===== src/core/itf_pkg.sv =====
package itf_pkg;
  // =========================================================
  // register map (word index on the plain register port)
  // =========================================================
  localparam logic [3:0] ITF_REG_CTRL = 4'h0;
  localparam logic [3:0] ITF_REG_CMD = 4'h1;
  localparam logic [3:0] ITF_REG_AMOUNT = 4'h2;
  localparam logic [3:0] ITF_REG_PERIOD = 4'h3;
  localparam logic [3:0] ITF_REG_DECEL = 4'h4;
  localparam logic [3:0] ITF_REG_STATUS0 = 4'h8;

  // =========================================================
  // field positions
  // =========================================================
  localparam int ITF_CTRL_RUN = 0;
  localparam int ITF_CTRL_EDGE = 8;
  localparam int ITF_CTRL_MASK = 16;
  localparam int ITF_CTRL_ORIGIN = 24;
  localparam int ITF_CMD_FEED = 0;
  localparam int ITF_CMD_STOP = 1;
  localparam int ITF_CMD_SEL = 4;
  localparam int ITF_CMD_DIR = 8;
  localparam int ITF_ST_BUSY = 0;
  localparam int ITF_ST_POS = 1;
  localparam int ITF_ST_PROG = 8;
  localparam int ITF_ST_ERR = 9;
  localparam int ITF_ST_INSTR_ERR = 10;

  // =========================================================
  // reset values
  // =========================================================
  localparam logic [31:0] ITF_CTRL_RST = 32'h0000_0000;
  localparam logic [31:0] ITF_AMOUNT_RST = 32'h0000_0000;
  localparam logic [15:0] ITF_PERIOD_RST = 16'h0064;
  localparam logic [31:0] ITF_DECEL_RST = 32'h0000_0000;

  // =========================================================
  // timing: minimum pulse high time
  // =========================================================
  localparam int ITF_CLK_MHZ = 250;
  localparam int ITF_PULSE_HIGH_NS = 8;
  localparam int ITF_PULSE_HIGH_CYC = (ITF_PULSE_HIGH_NS * ITF_CLK_MHZ + 999) / 1000;

  // channel phases, one-hot
  typedef enum logic [3:0] {
    ITF_IDLE = 4'b0001,
    ITF_SPEED = 4'b0010,
    ITF_FEED = 4'b0100,
    ITF_DECEL = 4'b1000
  } itf_phase_t;
endpackage


===== src/core/itf_channel.sv =====
`timescale 1ns/1ns
// one pulse-output channel with its paired trigger
module itf_channel
  import itf_pkg::*;
(
  input wire logic core_clk_i,
  input wire logic rst_n_i,
  input wire logic start_i,
  input wire logic stop_i,
  input wire logic dir_i,
  input wire logic trig_i,
  input wire logic origin_def_i,
  input wire logic [31:0] amount_i,
  input wire logic [15:0] period_i,
  input wire logic [31:0] decel_i,
  output logic pulse_o,
  output logic dir_o,
  output logic busy_o,
  output logic pos_o,
  output logic prog_o,
  output logic err_o,
  output logic signed [31:0] pv_o
);
  itf_phase_t phase_q;
  logic [31:0] remain_q;
  logic [15:0] tick_q;
  logic pulse_q;
  logic prog_q;
  logic err_q;
  logic dir_q;
  logic signed [31:0] pv_q;
  logic step;
  logic ovf;

  // =========================================================
  // pulse timing
  // =========================================================
  assign step = (phase_q != ITF_IDLE) && (tick_q == 16'h0000);
  // position count wraps past signed range
  assign ovf = step && (dir_q ? (pv_q == 32'sh8000_0000) : (pv_q == 32'sh7fff_ffff));

  // period counter, one pulse per period
  always_ff @(posedge core_clk_i)
  begin
    if (!rst_n_i || phase_q == ITF_IDLE)
    begin
      tick_q <= 16'h0000;
      pulse_q <= 1'b0;
    end
    else if (step)
    begin
      tick_q <= period_i;
      pulse_q <= 1'b1;
    end
    else
    begin
      tick_q <= tick_q - 16'h0001;
      // pulse held high a few cycles so the drive sees it
      if (period_i - tick_q >= 16'(ITF_PULSE_HIGH_CYC))
      begin
        pulse_q <= 1'b0;
      end
    end
  end

  // =========================================================
  // phase machine: speed, then hardware switch to position
  // =========================================================
  always_ff @(posedge core_clk_i)
  begin
    if (!rst_n_i)
    begin
      phase_q <= ITF_IDLE;
      remain_q <= 32'h0000_0000;
      dir_q <= 1'b0;
    end
    else if (stop_i)
    begin
      phase_q <= ITF_IDLE;
    end
    else
    begin
      case (phase_q)
        ITF_IDLE:
        begin
          if (start_i)
          begin
            phase_q <= ITF_SPEED;
            dir_q <= dir_i;
          end
        end
        ITF_SPEED:
        begin
          // trigger edge switches directly, no handler in the path
          if (trig_i)
          begin
            phase_q <= (amount_i <= decel_i) ? ITF_DECEL : ITF_FEED;
            remain_q <= amount_i;
          end
        end
        ITF_FEED:
        begin
          if (step)
          begin
            remain_q <= remain_q - 32'h0000_0001;
            // ramp-down begins when the rest equals the stopping distance
            if (remain_q - 32'h0000_0001 <= decel_i)
            begin
              phase_q <= ITF_DECEL;
            end
          end
        end
        ITF_DECEL:
        begin
          if (remain_q == 32'h0000_0000)
          begin
            phase_q <= ITF_IDLE;
          end
          else if (step)
          begin
            remain_q <= remain_q - 32'h0000_0001;
          end
        end
        default:
        begin
          phase_q <= ITF_IDLE;
        end
      endcase
    end
  end

  // position count, emitted pulses
  always_ff @(posedge core_clk_i)
  begin
    if (!rst_n_i)
    begin
      pv_q <= 32'sh0000_0000;
    end
    else if (step && !(phase_q == ITF_DECEL && remain_q == 32'h0000_0000))
    begin
      pv_q <= dir_q ? pv_q - 32'sh0000_0001 : pv_q + 32'sh0000_0001;
    end
  end

  // =========================================================
  // status flags
  // =========================================================
  // in-progress: set on trigger, cleared at stop/end housekeeping
  always_ff @(posedge core_clk_i)
  begin
    if (!rst_n_i || stop_i)
    begin
      prog_q <= 1'b0;
    end
    else if (phase_q == ITF_SPEED && trig_i)
    begin
      prog_q <= 1'b1;
    end
    else if (phase_q == ITF_DECEL && remain_q == 32'h0000_0000)
    begin
      prog_q <= 1'b0;
    end
  end

  // error: overflow while feeding with origin defined; set beats clear
  always_ff @(posedge core_clk_i)
  begin
    if (!rst_n_i)
    begin
      err_q <= 1'b0;
    end
    else if (origin_def_i && ovf && phase_q != ITF_IDLE && (prog_q || trig_i))
    begin
      err_q <= 1'b1;
    end
    else if (start_i)
    begin
      err_q <= 1'b0;
    end
  end

  assign pulse_o = pulse_q;
  assign dir_o = dir_q;
  assign busy_o = (phase_q != ITF_IDLE);
  assign pos_o = (phase_q == ITF_FEED) || (phase_q == ITF_DECEL);
  assign prog_o = prog_q;
  assign err_o = err_q;
  assign pv_o = pv_q;
endmodule


===== src/core/itf_feed.sv =====
`timescale 1ns/1ns
// What this block does
// - trigger switches speed to counted position stop
// - switch done in hardware, no handler delay
// - selector codes 0..3 pair fixed channel/trigger
// - feed with unmasked trigger gives instruction error
// - triggers share origin/proximity terminals of channels
// - each trigger edge selectable, rising default
// - in-progress bit 8 set on trigger
// - in-progress cleared at start/stop and completion
// - error bit 9 on count overflow, origin defined
// - error cleared at reset and at a new accepted feed
module itf_feed
  import itf_pkg::*;
(
  input wire logic core_clk_i,
  input wire logic rst_n_i,
  input wire logic [3:0] addr_i,
  input wire logic [31:0] wdata_i,
  input wire logic wr_i,
  input wire logic rd_i,
  output logic [31:0] rdata_o,
  input wire logic trigger_terminal_a0_i,
  input wire logic trigger_terminal_a1_i,
  input wire logic trigger_terminal_b0_i,
  input wire logic trigger_terminal_b1_i,
  output logic [3:0] pulse_o,
  output logic [3:0] dir_o,
  output logic [1:0] origin_in_o,
  output logic [1:0] origin_prox_o
);
  // =========================================================
  // registers
  // =========================================================
  logic [31:0] ctrl_q; // run, edge select, mask, origin defined
  logic [31:0] amount_q; // pulses after trigger
  logic [15:0] period_q; // cycles per pulse, less one
  logic [31:0] decel_q; // pulses needed to ramp down
  logic [3:0] instr_err_q; // rejected feed per channel
  logic [31:0] rdata_q;
  logic [3:0] trig_raw; // terminals routed per channel
  logic [3:0] trig_prev_q;
  logic [3:0] trig_edge;
  logic [3:0] start;
  logic [3:0] stop;
  logic [3:0] busy;
  logic [3:0] pos;
  logic [3:0] prog;
  logic [3:0] err;
  logic [31:0] pv [4];
  logic feed_cmd;
  logic run_chg;
  logic [1:0] sel;

  assign feed_cmd = wr_i && addr_i == ITF_REG_CMD && wdata_i[ITF_CMD_FEED];
  assign sel = wdata_i[ITF_CMD_SEL +: 2];
  // a run bit change is controller start/stop; clears progress flags
  assign run_chg = wr_i && addr_i == ITF_REG_CTRL && wdata_i[ITF_CTRL_RUN] != ctrl_q[ITF_CTRL_RUN];

  // fixed pairings: ch0-trig0, ch1-trig1, ch2-trig4, ch3-trig5
  assign trig_raw = {trigger_terminal_b1_i, trigger_terminal_b0_i,
                     trigger_terminal_a1_i, trigger_terminal_a0_i};
  // the same terminals feed the origin inputs of channels 0 and 2
  assign origin_in_o = {trigger_terminal_b0_i, trigger_terminal_a0_i};
  assign origin_prox_o = {trigger_terminal_b1_i, trigger_terminal_a1_i};

  // edge detect, polarity per trigger
  always_ff @(posedge core_clk_i)
  begin
    if (!rst_n_i)
    begin
      // follow the pins in reset so an idle-high terminal gives no false edge
      trig_prev_q <= trig_raw;
    end
    else
    begin
      trig_prev_q <= trig_raw;
    end
  end

  // ctrl edge bit 0 = rising (default), 1 = falling
  assign trig_edge = ~ctrl_q[ITF_CTRL_EDGE +: 4] & trig_raw & ~trig_prev_q
                   | ctrl_q[ITF_CTRL_EDGE +: 4] & ~trig_raw & trig_prev_q;

  // register writes
  always_ff @(posedge core_clk_i)
  begin
    if (!rst_n_i)
    begin
      ctrl_q <= ITF_CTRL_RST;
      amount_q <= ITF_AMOUNT_RST;
      period_q <= ITF_PERIOD_RST;
      decel_q <= ITF_DECEL_RST;
    end
    else if (wr_i)
    begin
      case (addr_i)
        ITF_REG_CTRL: ctrl_q <= wdata_i;
        ITF_REG_AMOUNT: amount_q <= wdata_i;
        ITF_REG_PERIOD: period_q <= wdata_i[15:0];
        ITF_REG_DECEL: decel_q <= wdata_i;
        default: ;
      endcase
    end
  end

  // feed accepted only while the paired trigger is masked
  always_comb
  begin
    start = 4'h0;
    stop = {4{run_chg}};
    if (feed_cmd && ctrl_q[ITF_CTRL_MASK + sel] && !busy[sel])
    begin
      start[sel] = 1'b1;
    end
    if (wr_i && addr_i == ITF_REG_CMD && wdata_i[ITF_CMD_STOP])
    begin
      stop[sel] = 1'b1;
    end
  end

  // instruction error, cleared by the next feed command with the trigger masked on that channel
  always_ff @(posedge core_clk_i)
  begin
    if (!rst_n_i)
    begin
      instr_err_q <= 4'h0;
    end
    else if (feed_cmd)
    begin
      instr_err_q[sel] <= ~ctrl_q[ITF_CTRL_MASK + sel];
    end
  end

  // =========================================================
  // channels
  // =========================================================
  for (genvar c = 0; c < 4; c++)
  begin : g_ch
    itf_channel u_ch (
      .core_clk_i(core_clk_i),
      .rst_n_i(rst_n_i),
      .start_i(start[c]),
      .stop_i(stop[c]),
      .dir_i(wdata_i[ITF_CMD_DIR]),
      .trig_i(trig_edge[c]),
      .origin_def_i(ctrl_q[ITF_CTRL_ORIGIN + c]),
      .amount_i(amount_q),
      .period_i(period_q),
      .decel_i(decel_q),
      .pulse_o(pulse_o[c]),
      .dir_o(dir_o[c]),
      .busy_o(busy[c]),
      .pos_o(pos[c]),
      .prog_o(prog[c]),
      .err_o(err[c]),
      .pv_o(pv[c])
    );
  end

  // =========================================================
  // read port, data one cycle after the strobe
  // =========================================================
  always_ff @(posedge core_clk_i)
  begin
    if (!rst_n_i)
    begin
      rdata_q <= 32'h0000_0000;
    end
    else if (rd_i)
    begin
      case (addr_i)
        ITF_REG_CTRL: rdata_q <= ctrl_q;
        ITF_REG_AMOUNT: rdata_q <= amount_q;
        ITF_REG_PERIOD: rdata_q <= {16'h0000, period_q};
        ITF_REG_DECEL: rdata_q <= decel_q;
        4'h8, 4'h9, 4'ha, 4'hb:
        begin
          rdata_q <= 32'h0000_0000;
          rdata_q[ITF_ST_BUSY] <= busy[addr_i[1:0]];
          rdata_q[ITF_ST_POS] <= pos[addr_i[1:0]];
          rdata_q[ITF_ST_PROG] <= prog[addr_i[1:0]];
          rdata_q[ITF_ST_ERR] <= err[addr_i[1:0]];
          rdata_q[ITF_ST_INSTR_ERR] <= instr_err_q[addr_i[1:0]];
        end
        4'hc, 4'hd, 4'he, 4'hf: rdata_q <= pv[addr_i[1:0]];
        default: rdata_q <= 32'h0000_0000;
      endcase
    end
    else
    begin
      rdata_q <= 32'h0000_0000;
    end
  end

  assign rdata_o = rdata_q;
endmodule


===== config.mk =====
export PLATFORM = sky130hd
export DESIGN_NAME = itf_feed
export DESIGN_NICKNAME = d
export VERILOG_FILES = /design/src/core/itf_pkg.sv /design/src/core/itf_channel.sv /design/src/core/itf_feed.sv
export SDC_FILE = /design/constraint.sdc
export NUM_CORES = 2
export LEC_CHECK = 0
export BUFFER_PORTS_ARGS = -buffer_cell sky130_fd_sc_hd__buf_2
export CORE_UTILIZATION = 55
export CTS_BUF_LIST = sky130_fd_sc_hd__clkbuf_4 sky130_fd_sc_hd__clkbuf_8
export CTS_CLUSTER_SIZE = 8
export DETAILED_ROUTE_END_ITERATION = 6
export PLACE_DENSITY_LB_ADDON = 0.25
export SLEW_MARGIN = 0
export SYNTH_ARGS = -nofsm -noshare
export SYNTH_HDL_FRONTEND = slang
export SYNTH_SLANG_ARGS = --single-unit
export TNS_END_PERCENT = 50

===== constraint.sdc =====
create_clock -name core_clk_i -period 3.7 [get_ports core_clk_i]
set_input_delay 0.74 -clock core_clk_i [delete_from_list [all_inputs] [get_ports core_clk_i]]
set_output_delay 0.74 -clock core_clk_i [all_outputs]
set_load 0.01 [all_outputs]

* Word level (Yosys, flattened, before mapping)
Cells that the tools add are included.
Word-level totals: flip-flop bits (word level) 504, word-level logic and storage cells 365, output and inout port bits 44
Operators by class: muxes and demuxes 100, $lt $le $gt $ge 14, bitwise operators 16, eq/ne operators 65, reduce and logical (&&, ||, !) cells 110, add/sub/neg operators 21
Operators by type and width (count):
- $mux W32 | 18
- $pmux W32 S3 | 4
- $eq A32 B32 Y1 const B | 8
- $pmux W32 S6 | 1
- $le A32 B32 Y1 | 5
- $add A32 B2 Y32 const B | 4
- $logic_not A32 Y1 | 4
- $sub A32 B1 Y32 const B | 4
- $sub A32 B2 Y32 const B | 4
- $mux W4 | 23
- $bmux W32 S2 | 1
- $ge A16 B2 Y1 const B | 4
- $logic_not A16 Y1 | 4
- $mux W16 | 4
- $pmux W4 S4 | 4
- $sub A16 B1 Y16 const B | 4
- $sub A16 B16 Y16 | 4
- $eq A4 B4 Y1 const B | 12
- $logic_and A1 B1 Y1 | 40
- $mux W1 | 36
- $eq A4 B2 Y1 const B | 6
- $ne A2 B1 Y1 const B | 12
- $ne A2 B2 Y1 const B | 12
- $reduce_bool A2 Y1 | 12
- other kinds (28) | 96

* Logic depth before layout (Yosys ltp)
depth after elaboration 8, depth in mapped cells 19, mapped depth without buffers 18

* Hierarchy
From an unflattened synthesis, not the netlist that was laid out.
Unflattened totals: cell total of the unflattened synthesis 5320, area, all modules 41288.3 sq um
Modules (own cells, without submodules):
- itf_channel at g_ch[1].u_ch ... | area each 8535.7 sq um, sequential area each 1761.7 sq um, cells each 1140, instances 2
- itf_channel at g_ch[0].u_ch | area each 8349.3 sq um, sequential area each 1761.7 sq um, cells each 1126, instances 1
- itf_channel at g_ch[3].u_ch | area each 8330.5 sq um, sequential area each 1761.7 sq um, cells each 1114, instances 1
- itf_feed | area each 7537.2 sq um, sequential area each 3042.9 sq um, cells each 800, instances 1

* Least setup slack after synthesis
No wires, ideal clock.
kind register to register, start register g_ch[0].u_ch.remain_q[2], end register g_ch[0].u_ch.phase_q[2], setup time 117 ps, slack -188 ps, data arrival time 3771 ps, required time 3583 ps, cell stages (with the launch flop) 17, buffers on the path 1, cells stage by stage dfxtp_1 > buf_2 > nor4_2 > nand2_1 > or4_1 > or3b_1 > nor3_2 > nand3b_1 > xnor2_1 > ha_1 > nand4_1 > or2_2 > nor3_1 > a41o_1 > a31oi_1 > o21bai_1 > and4b_1
On the way: longest elaborated chain between the ends 4
RTL lines:
- start: declaration | RTL line itf_channel.sv:25 | logic [31:0] remain_q;
- start signal: assignment | RTL line itf_channel.sv:98 | remain_q <= amount_i;
- start signal: assignment | RTL line itf_channel.sv:105 | remain_q <= remain_q - 32'h0000_0001;
- start signal: assignment | RTL line itf_channel.sv:121 | remain_q <= remain_q - 32'h0000_0001;
- $sub A32 B1 Y32 | RTL line itf_channel.sv:107 | if (remain_q - 32'h0000_0001 <= decel_i)
- $le A32 B32 Y1 | RTL line itf_channel.sv:107
- $ne A2 B1 Y1 (no line)
- $reduce_and A5 Y1 (no line) *
- end signal: assignment | RTL line itf_channel.sv:97 | phase_q <= (amount_i <= decel_i) ? ITF_DECEL : ITF_FEED;
- end: declaration | RTL line itf_channel.sv:24 | itf_phase_t phase_q;
Mark *: on every way between the ends. The rest lies on a longest branch, timed or not. A chain may end at the register's enable or synchronous reset.

* Worst setup path after layout
start register g_ch[0].u_ch.remain_q[9], end register g_ch[0].u_ch.phase_q[2]
The elaborated chain is that of the path after synthesis.

==> run_results.csv <==
group,metric,value,unit
outcome,status,"finished with violations",
outcome,violations,"design-rule violations, negative setup slack",
final_layout,drive_above_1_share,14.6,%
critical_path,crit_slowest_cell,"or3_4",
timing,tightest_slew,1140,ps
die,start_util,55.8,%
critical_path,cp.depth,18,
critical_path,critPathRequiredTime,4310,ps
timing,rsz0062_at_grt,"true",
die,core_area,67400,um^2
placement,dpl.cell_count,5947,
logic_synthesis,synth_top_area_share,26.8,%
final_layout,final_common_cell,"nand2_1",
grt,grt_pass1_wl,204000,um
routing,vias,38928,
routing,vias_per_cell,6.35,
hold_path,min_path_type,"in -> reg",
logic_synthesis,synth_top_family_by_area,"simple AND/OR/NAND/NOR gates",
logic_synthesis,syn_avg_cell_area,7.65,um^2
logic_synthesis,syn_area,37600,um^2
timing,fmax,243,MHz
timing,drv_slew,0,
timing,final.min_clock_period,4120,ps
routing,drc,14,
final_layout,area_growth_syn_to_layout,15.1,%
cts,holdBufCountCts,0,
die,placementRows,95,
cts,cts-buffers-inserted,91,
routing,drtIter0Drc,4389,
logic_synthesis,synth-async-reset-ratio,0,%
critical_path,max_stage_delay,390,ps
cts,clock_sinks,504,
power_and_ir_drop,leakage,17.7,nW
critical_path,crit_top_cell,"a21o_1",
placement,dpl_cell_area,40800,um^2
die,ios,88,
grt,grt_pass1_vias,35736,
timing,setup_ws,-422,ps
timing,post-route-period-util,111,%
die,die_area,69400,um^2
logic_synthesis,synth-simple-area-share,24.7,%
placement,port_buffers,87,
die,die_width,263,um
logic_synthesis,synth-warning-count,0,
job,cap_violations,0,
cts,clkTransAtPathRegs,70,ps
critical_path,reg2regPathDepth,18,
grt,grt_use_total,37.3,%
cts,clockRootBuffer,"clkbuf_8",
logic_synthesis,synth_top_area_cell,"dfxtp_1",
logic_synthesis,synth_flop_cell,"dfxtp_1",
routing,first_pass_iters,7,
cts,clk_latency,750,ps
critical_path,cpLargestDelayFamily,"simple AND/OR/NAND/NOR gates",
critical_path,startpoint_type,"flop",
timing,fin_skew,55.5,ps
critical_path,worst-path-max-fanout,4,
critical_path,cp-end-kind,"flop",
cts,cts_tree,"yes",
timing,hold-worst-slack,194,ps
logic_synthesis,synth_compound_area_share,22.0,%
placement,dp_hpwl,97800,um
final_layout,fillCellCount,5983,
grt,antenna_found_initial,7,
routing,detail-route-antenna-nets,0,
final_layout,multi_input_area,26300,um^2
logic_synthesis,yosys_register_bits,504,
timing,relSlewSlack,23.3,%
logic_synthesis,ys_types,93,
die,die_y,263,um
logic_synthesis,ys_seq_area_share,26.8,%
final_layout,layout_common_cells,"nand2_1, a21oi_1, dfxtp_1",
hold_path,hold_depth,1,
logic_synthesis,syn_inst,4911,
power_and_ir_drop,power_density,282,nW/um^2
power_and_ir_drop,peakVddDrop,0.326,mV
routing,post_drt_wl_per_cell,21.7,um
grt,grt_max_degree,102,
logic_synthesis,synth.area.mux_share,3.75,%
routing,drt-total-wl,133000,um
final_layout,finalNonFillerCells,6131,
logic_synthesis,syn_nets,5315,
grt,gr-total-overflow,0,
logic_synthesis,synthAdderAreaFrac,12.1,%
logic_synthesis,synth_enable_flop_cells,0,
placement,gp_congestion,1.00,
critical_path,critPathBufInv,2,
final_layout,fin_area,43200,um^2
critical_path,arrival,4730,ps
cts,clock_path_buffers,3,
critical_path,crit_chain,"or3_4 > nand4b_1 > buf_6 > nor3_4 > buf_6 > nand2b_4 > nor4_4 > xor2_1 > ha_1 > a21o_1 > a21o_1 > a21o_1 > a21oi_2 > nor2b_1 > o211ai_1 > a31oi_4 > o21bai_1 > and4b_1",
logic_synthesis,synth_area_leaders,"dfxtp_1, ha_1, a21oi_1",
cts,h-tree-depth,3,
final_layout,fin_nets,5586,
logic_synthesis,synth_xor_area_share,6.08,%
timing,setup_viol,7,
timing,hold_viol_final,0,
critical_path,path_class,"reg -> reg",
final_layout,register_area,10100,um^2
power by group:
part           internal, mW  switching, mW  leakage [nW]
logic                 0.297          0.560          12.6
clock network          3.22           2.61          1.05
registers              5.46         0.0399          4.06
total                  8.98           3.21          17.7
stage by stage:
step	setup slack (ps)	util (%)	TNS [ps]	total power, mW
finish	-422	64.2	-1800	12.2
global route	-488	64.2	-2620	12.5
CTS	-252	63.7	-998	12.2
detailed placement	-528	60.5	-2310	6.44
global placement	-345	60.5	-1480	6.43
floorplan	-101	-	-195	6.14
final cells by class:
cell class / count / share of cell area (%)
well taps: 873 / 2.53
repair buffers: 425 / 7.22
clock inverters: 24 / 0.529
diodes: 6 / 0.0347
clock buffers: 139 / 4.02
flip-flops and latches: 504 / 23.3
multi-input cells: 3982 / 60.8
inverters: 178 / 1.56
layer usage:
layer | wire, um | share of wire, % | track usage (%)
met1 | 56700 | 43 | 51.7
met2 | 56400 | 42 | 56.5
met3 | 15000 | 11 | 7.19
met4 | 5240 | 3.9 | 15.3
met5 | 13 | 0.0097 | 0
Yosys cell counts (11+ instances only):
cell type	number
or2_2	24
a221oi_1	11
clkbuf_1	195
nor3_1	159
o41ai_1	14
a31oi_1	51
a21oi_1	525
o2111ai_1	11
or3_1	61
buf_1	14
nor3b_1	11
buf_2	22
nand3_1	118
nor4b_1	20
o21ai_0	217
dfxtp_1	504
and3_1	20
nor2_1	466
a211oi_1	62
xor2_1	110
buf_4	16
nand2_1	694
mux2i_1	45
nand2b_1	52
inv_1	177
o31a_1	14
nand3b_1	19
o21a_1	36
a21o_1	152
a222oi_1	32
ha_1	352
nand4_1	89
xnor2_1	149
and2_1	32
nand4b_1	11
o21bai_1	15
or4_1	35
nor4_1	52
o31ai_1	24
mux4_2	38
o211ai_1	37
nor2b_1	45
final timing paths:
kind | startpoint | end | slack, ps
worst max register to register | g_ch[0].u_ch.remain_q[9] | g_ch[0].u_ch.phase_q[2] | -420
worst max-delay path | g_ch[0].u_ch.remain_q[9] | g_ch[0].u_ch.phase_q[2] | -420
worst min-delay path | trigger_terminal_b0_i | trig_prev_q[2] | 190
worst min register to register | ctrl_q[31] | ctrl_q[31] | 460
flip-flops by register name, indices dropped and copies added (netlist names), 16 cells and up:
name and flops:
g_ch.u_ch.pv_o 128, period_q 16, amount_q 32, decel_q 32
g_ch.u_ch.phase_q 16, g_ch.u_ch.tick_q 64, g_ch.u_ch.remain_q 128, rdata_o 32
ctrl_q 32
worst reg2reg max path, stage by stage, from the launching register on:
cell	delay, ps
dfxtp_2	320
or3_4	390
nand4b_1	250
buf_6	180
nor3_4	200
buf_6	140
nand2b_4	80
nor4_4	280
xor2_1	270
ha_1	290
a21o_1	190
a21o_1	170
a21o_1	180
a21oi_2	130
nor2b_1	50
o211ai_1	320
a31oi_4	160
o21bai_1	190
and4b_1	200
cells by family (layout without fill, tap and decap cells):
family / count (synthesis) / after routing
AOI/OAI and AO/OA: 1320 / 1320
xor gates and xnor gates: 260 / 260
adders and majority gates: 360 / 360
buffers and inverters: 425 / 766
DFF: 504 / 504
muxes: 92 / 92
other: 0 / 6
and+or+nand+nor: 1950 / 1950
what timing repair did:
item	CTS	global route
pin swaps	6	21
gates resized for setup	31	47
setup endpoints to repair	7	17
buffers inserted	8	7
(Power assumes the default switching activity.)
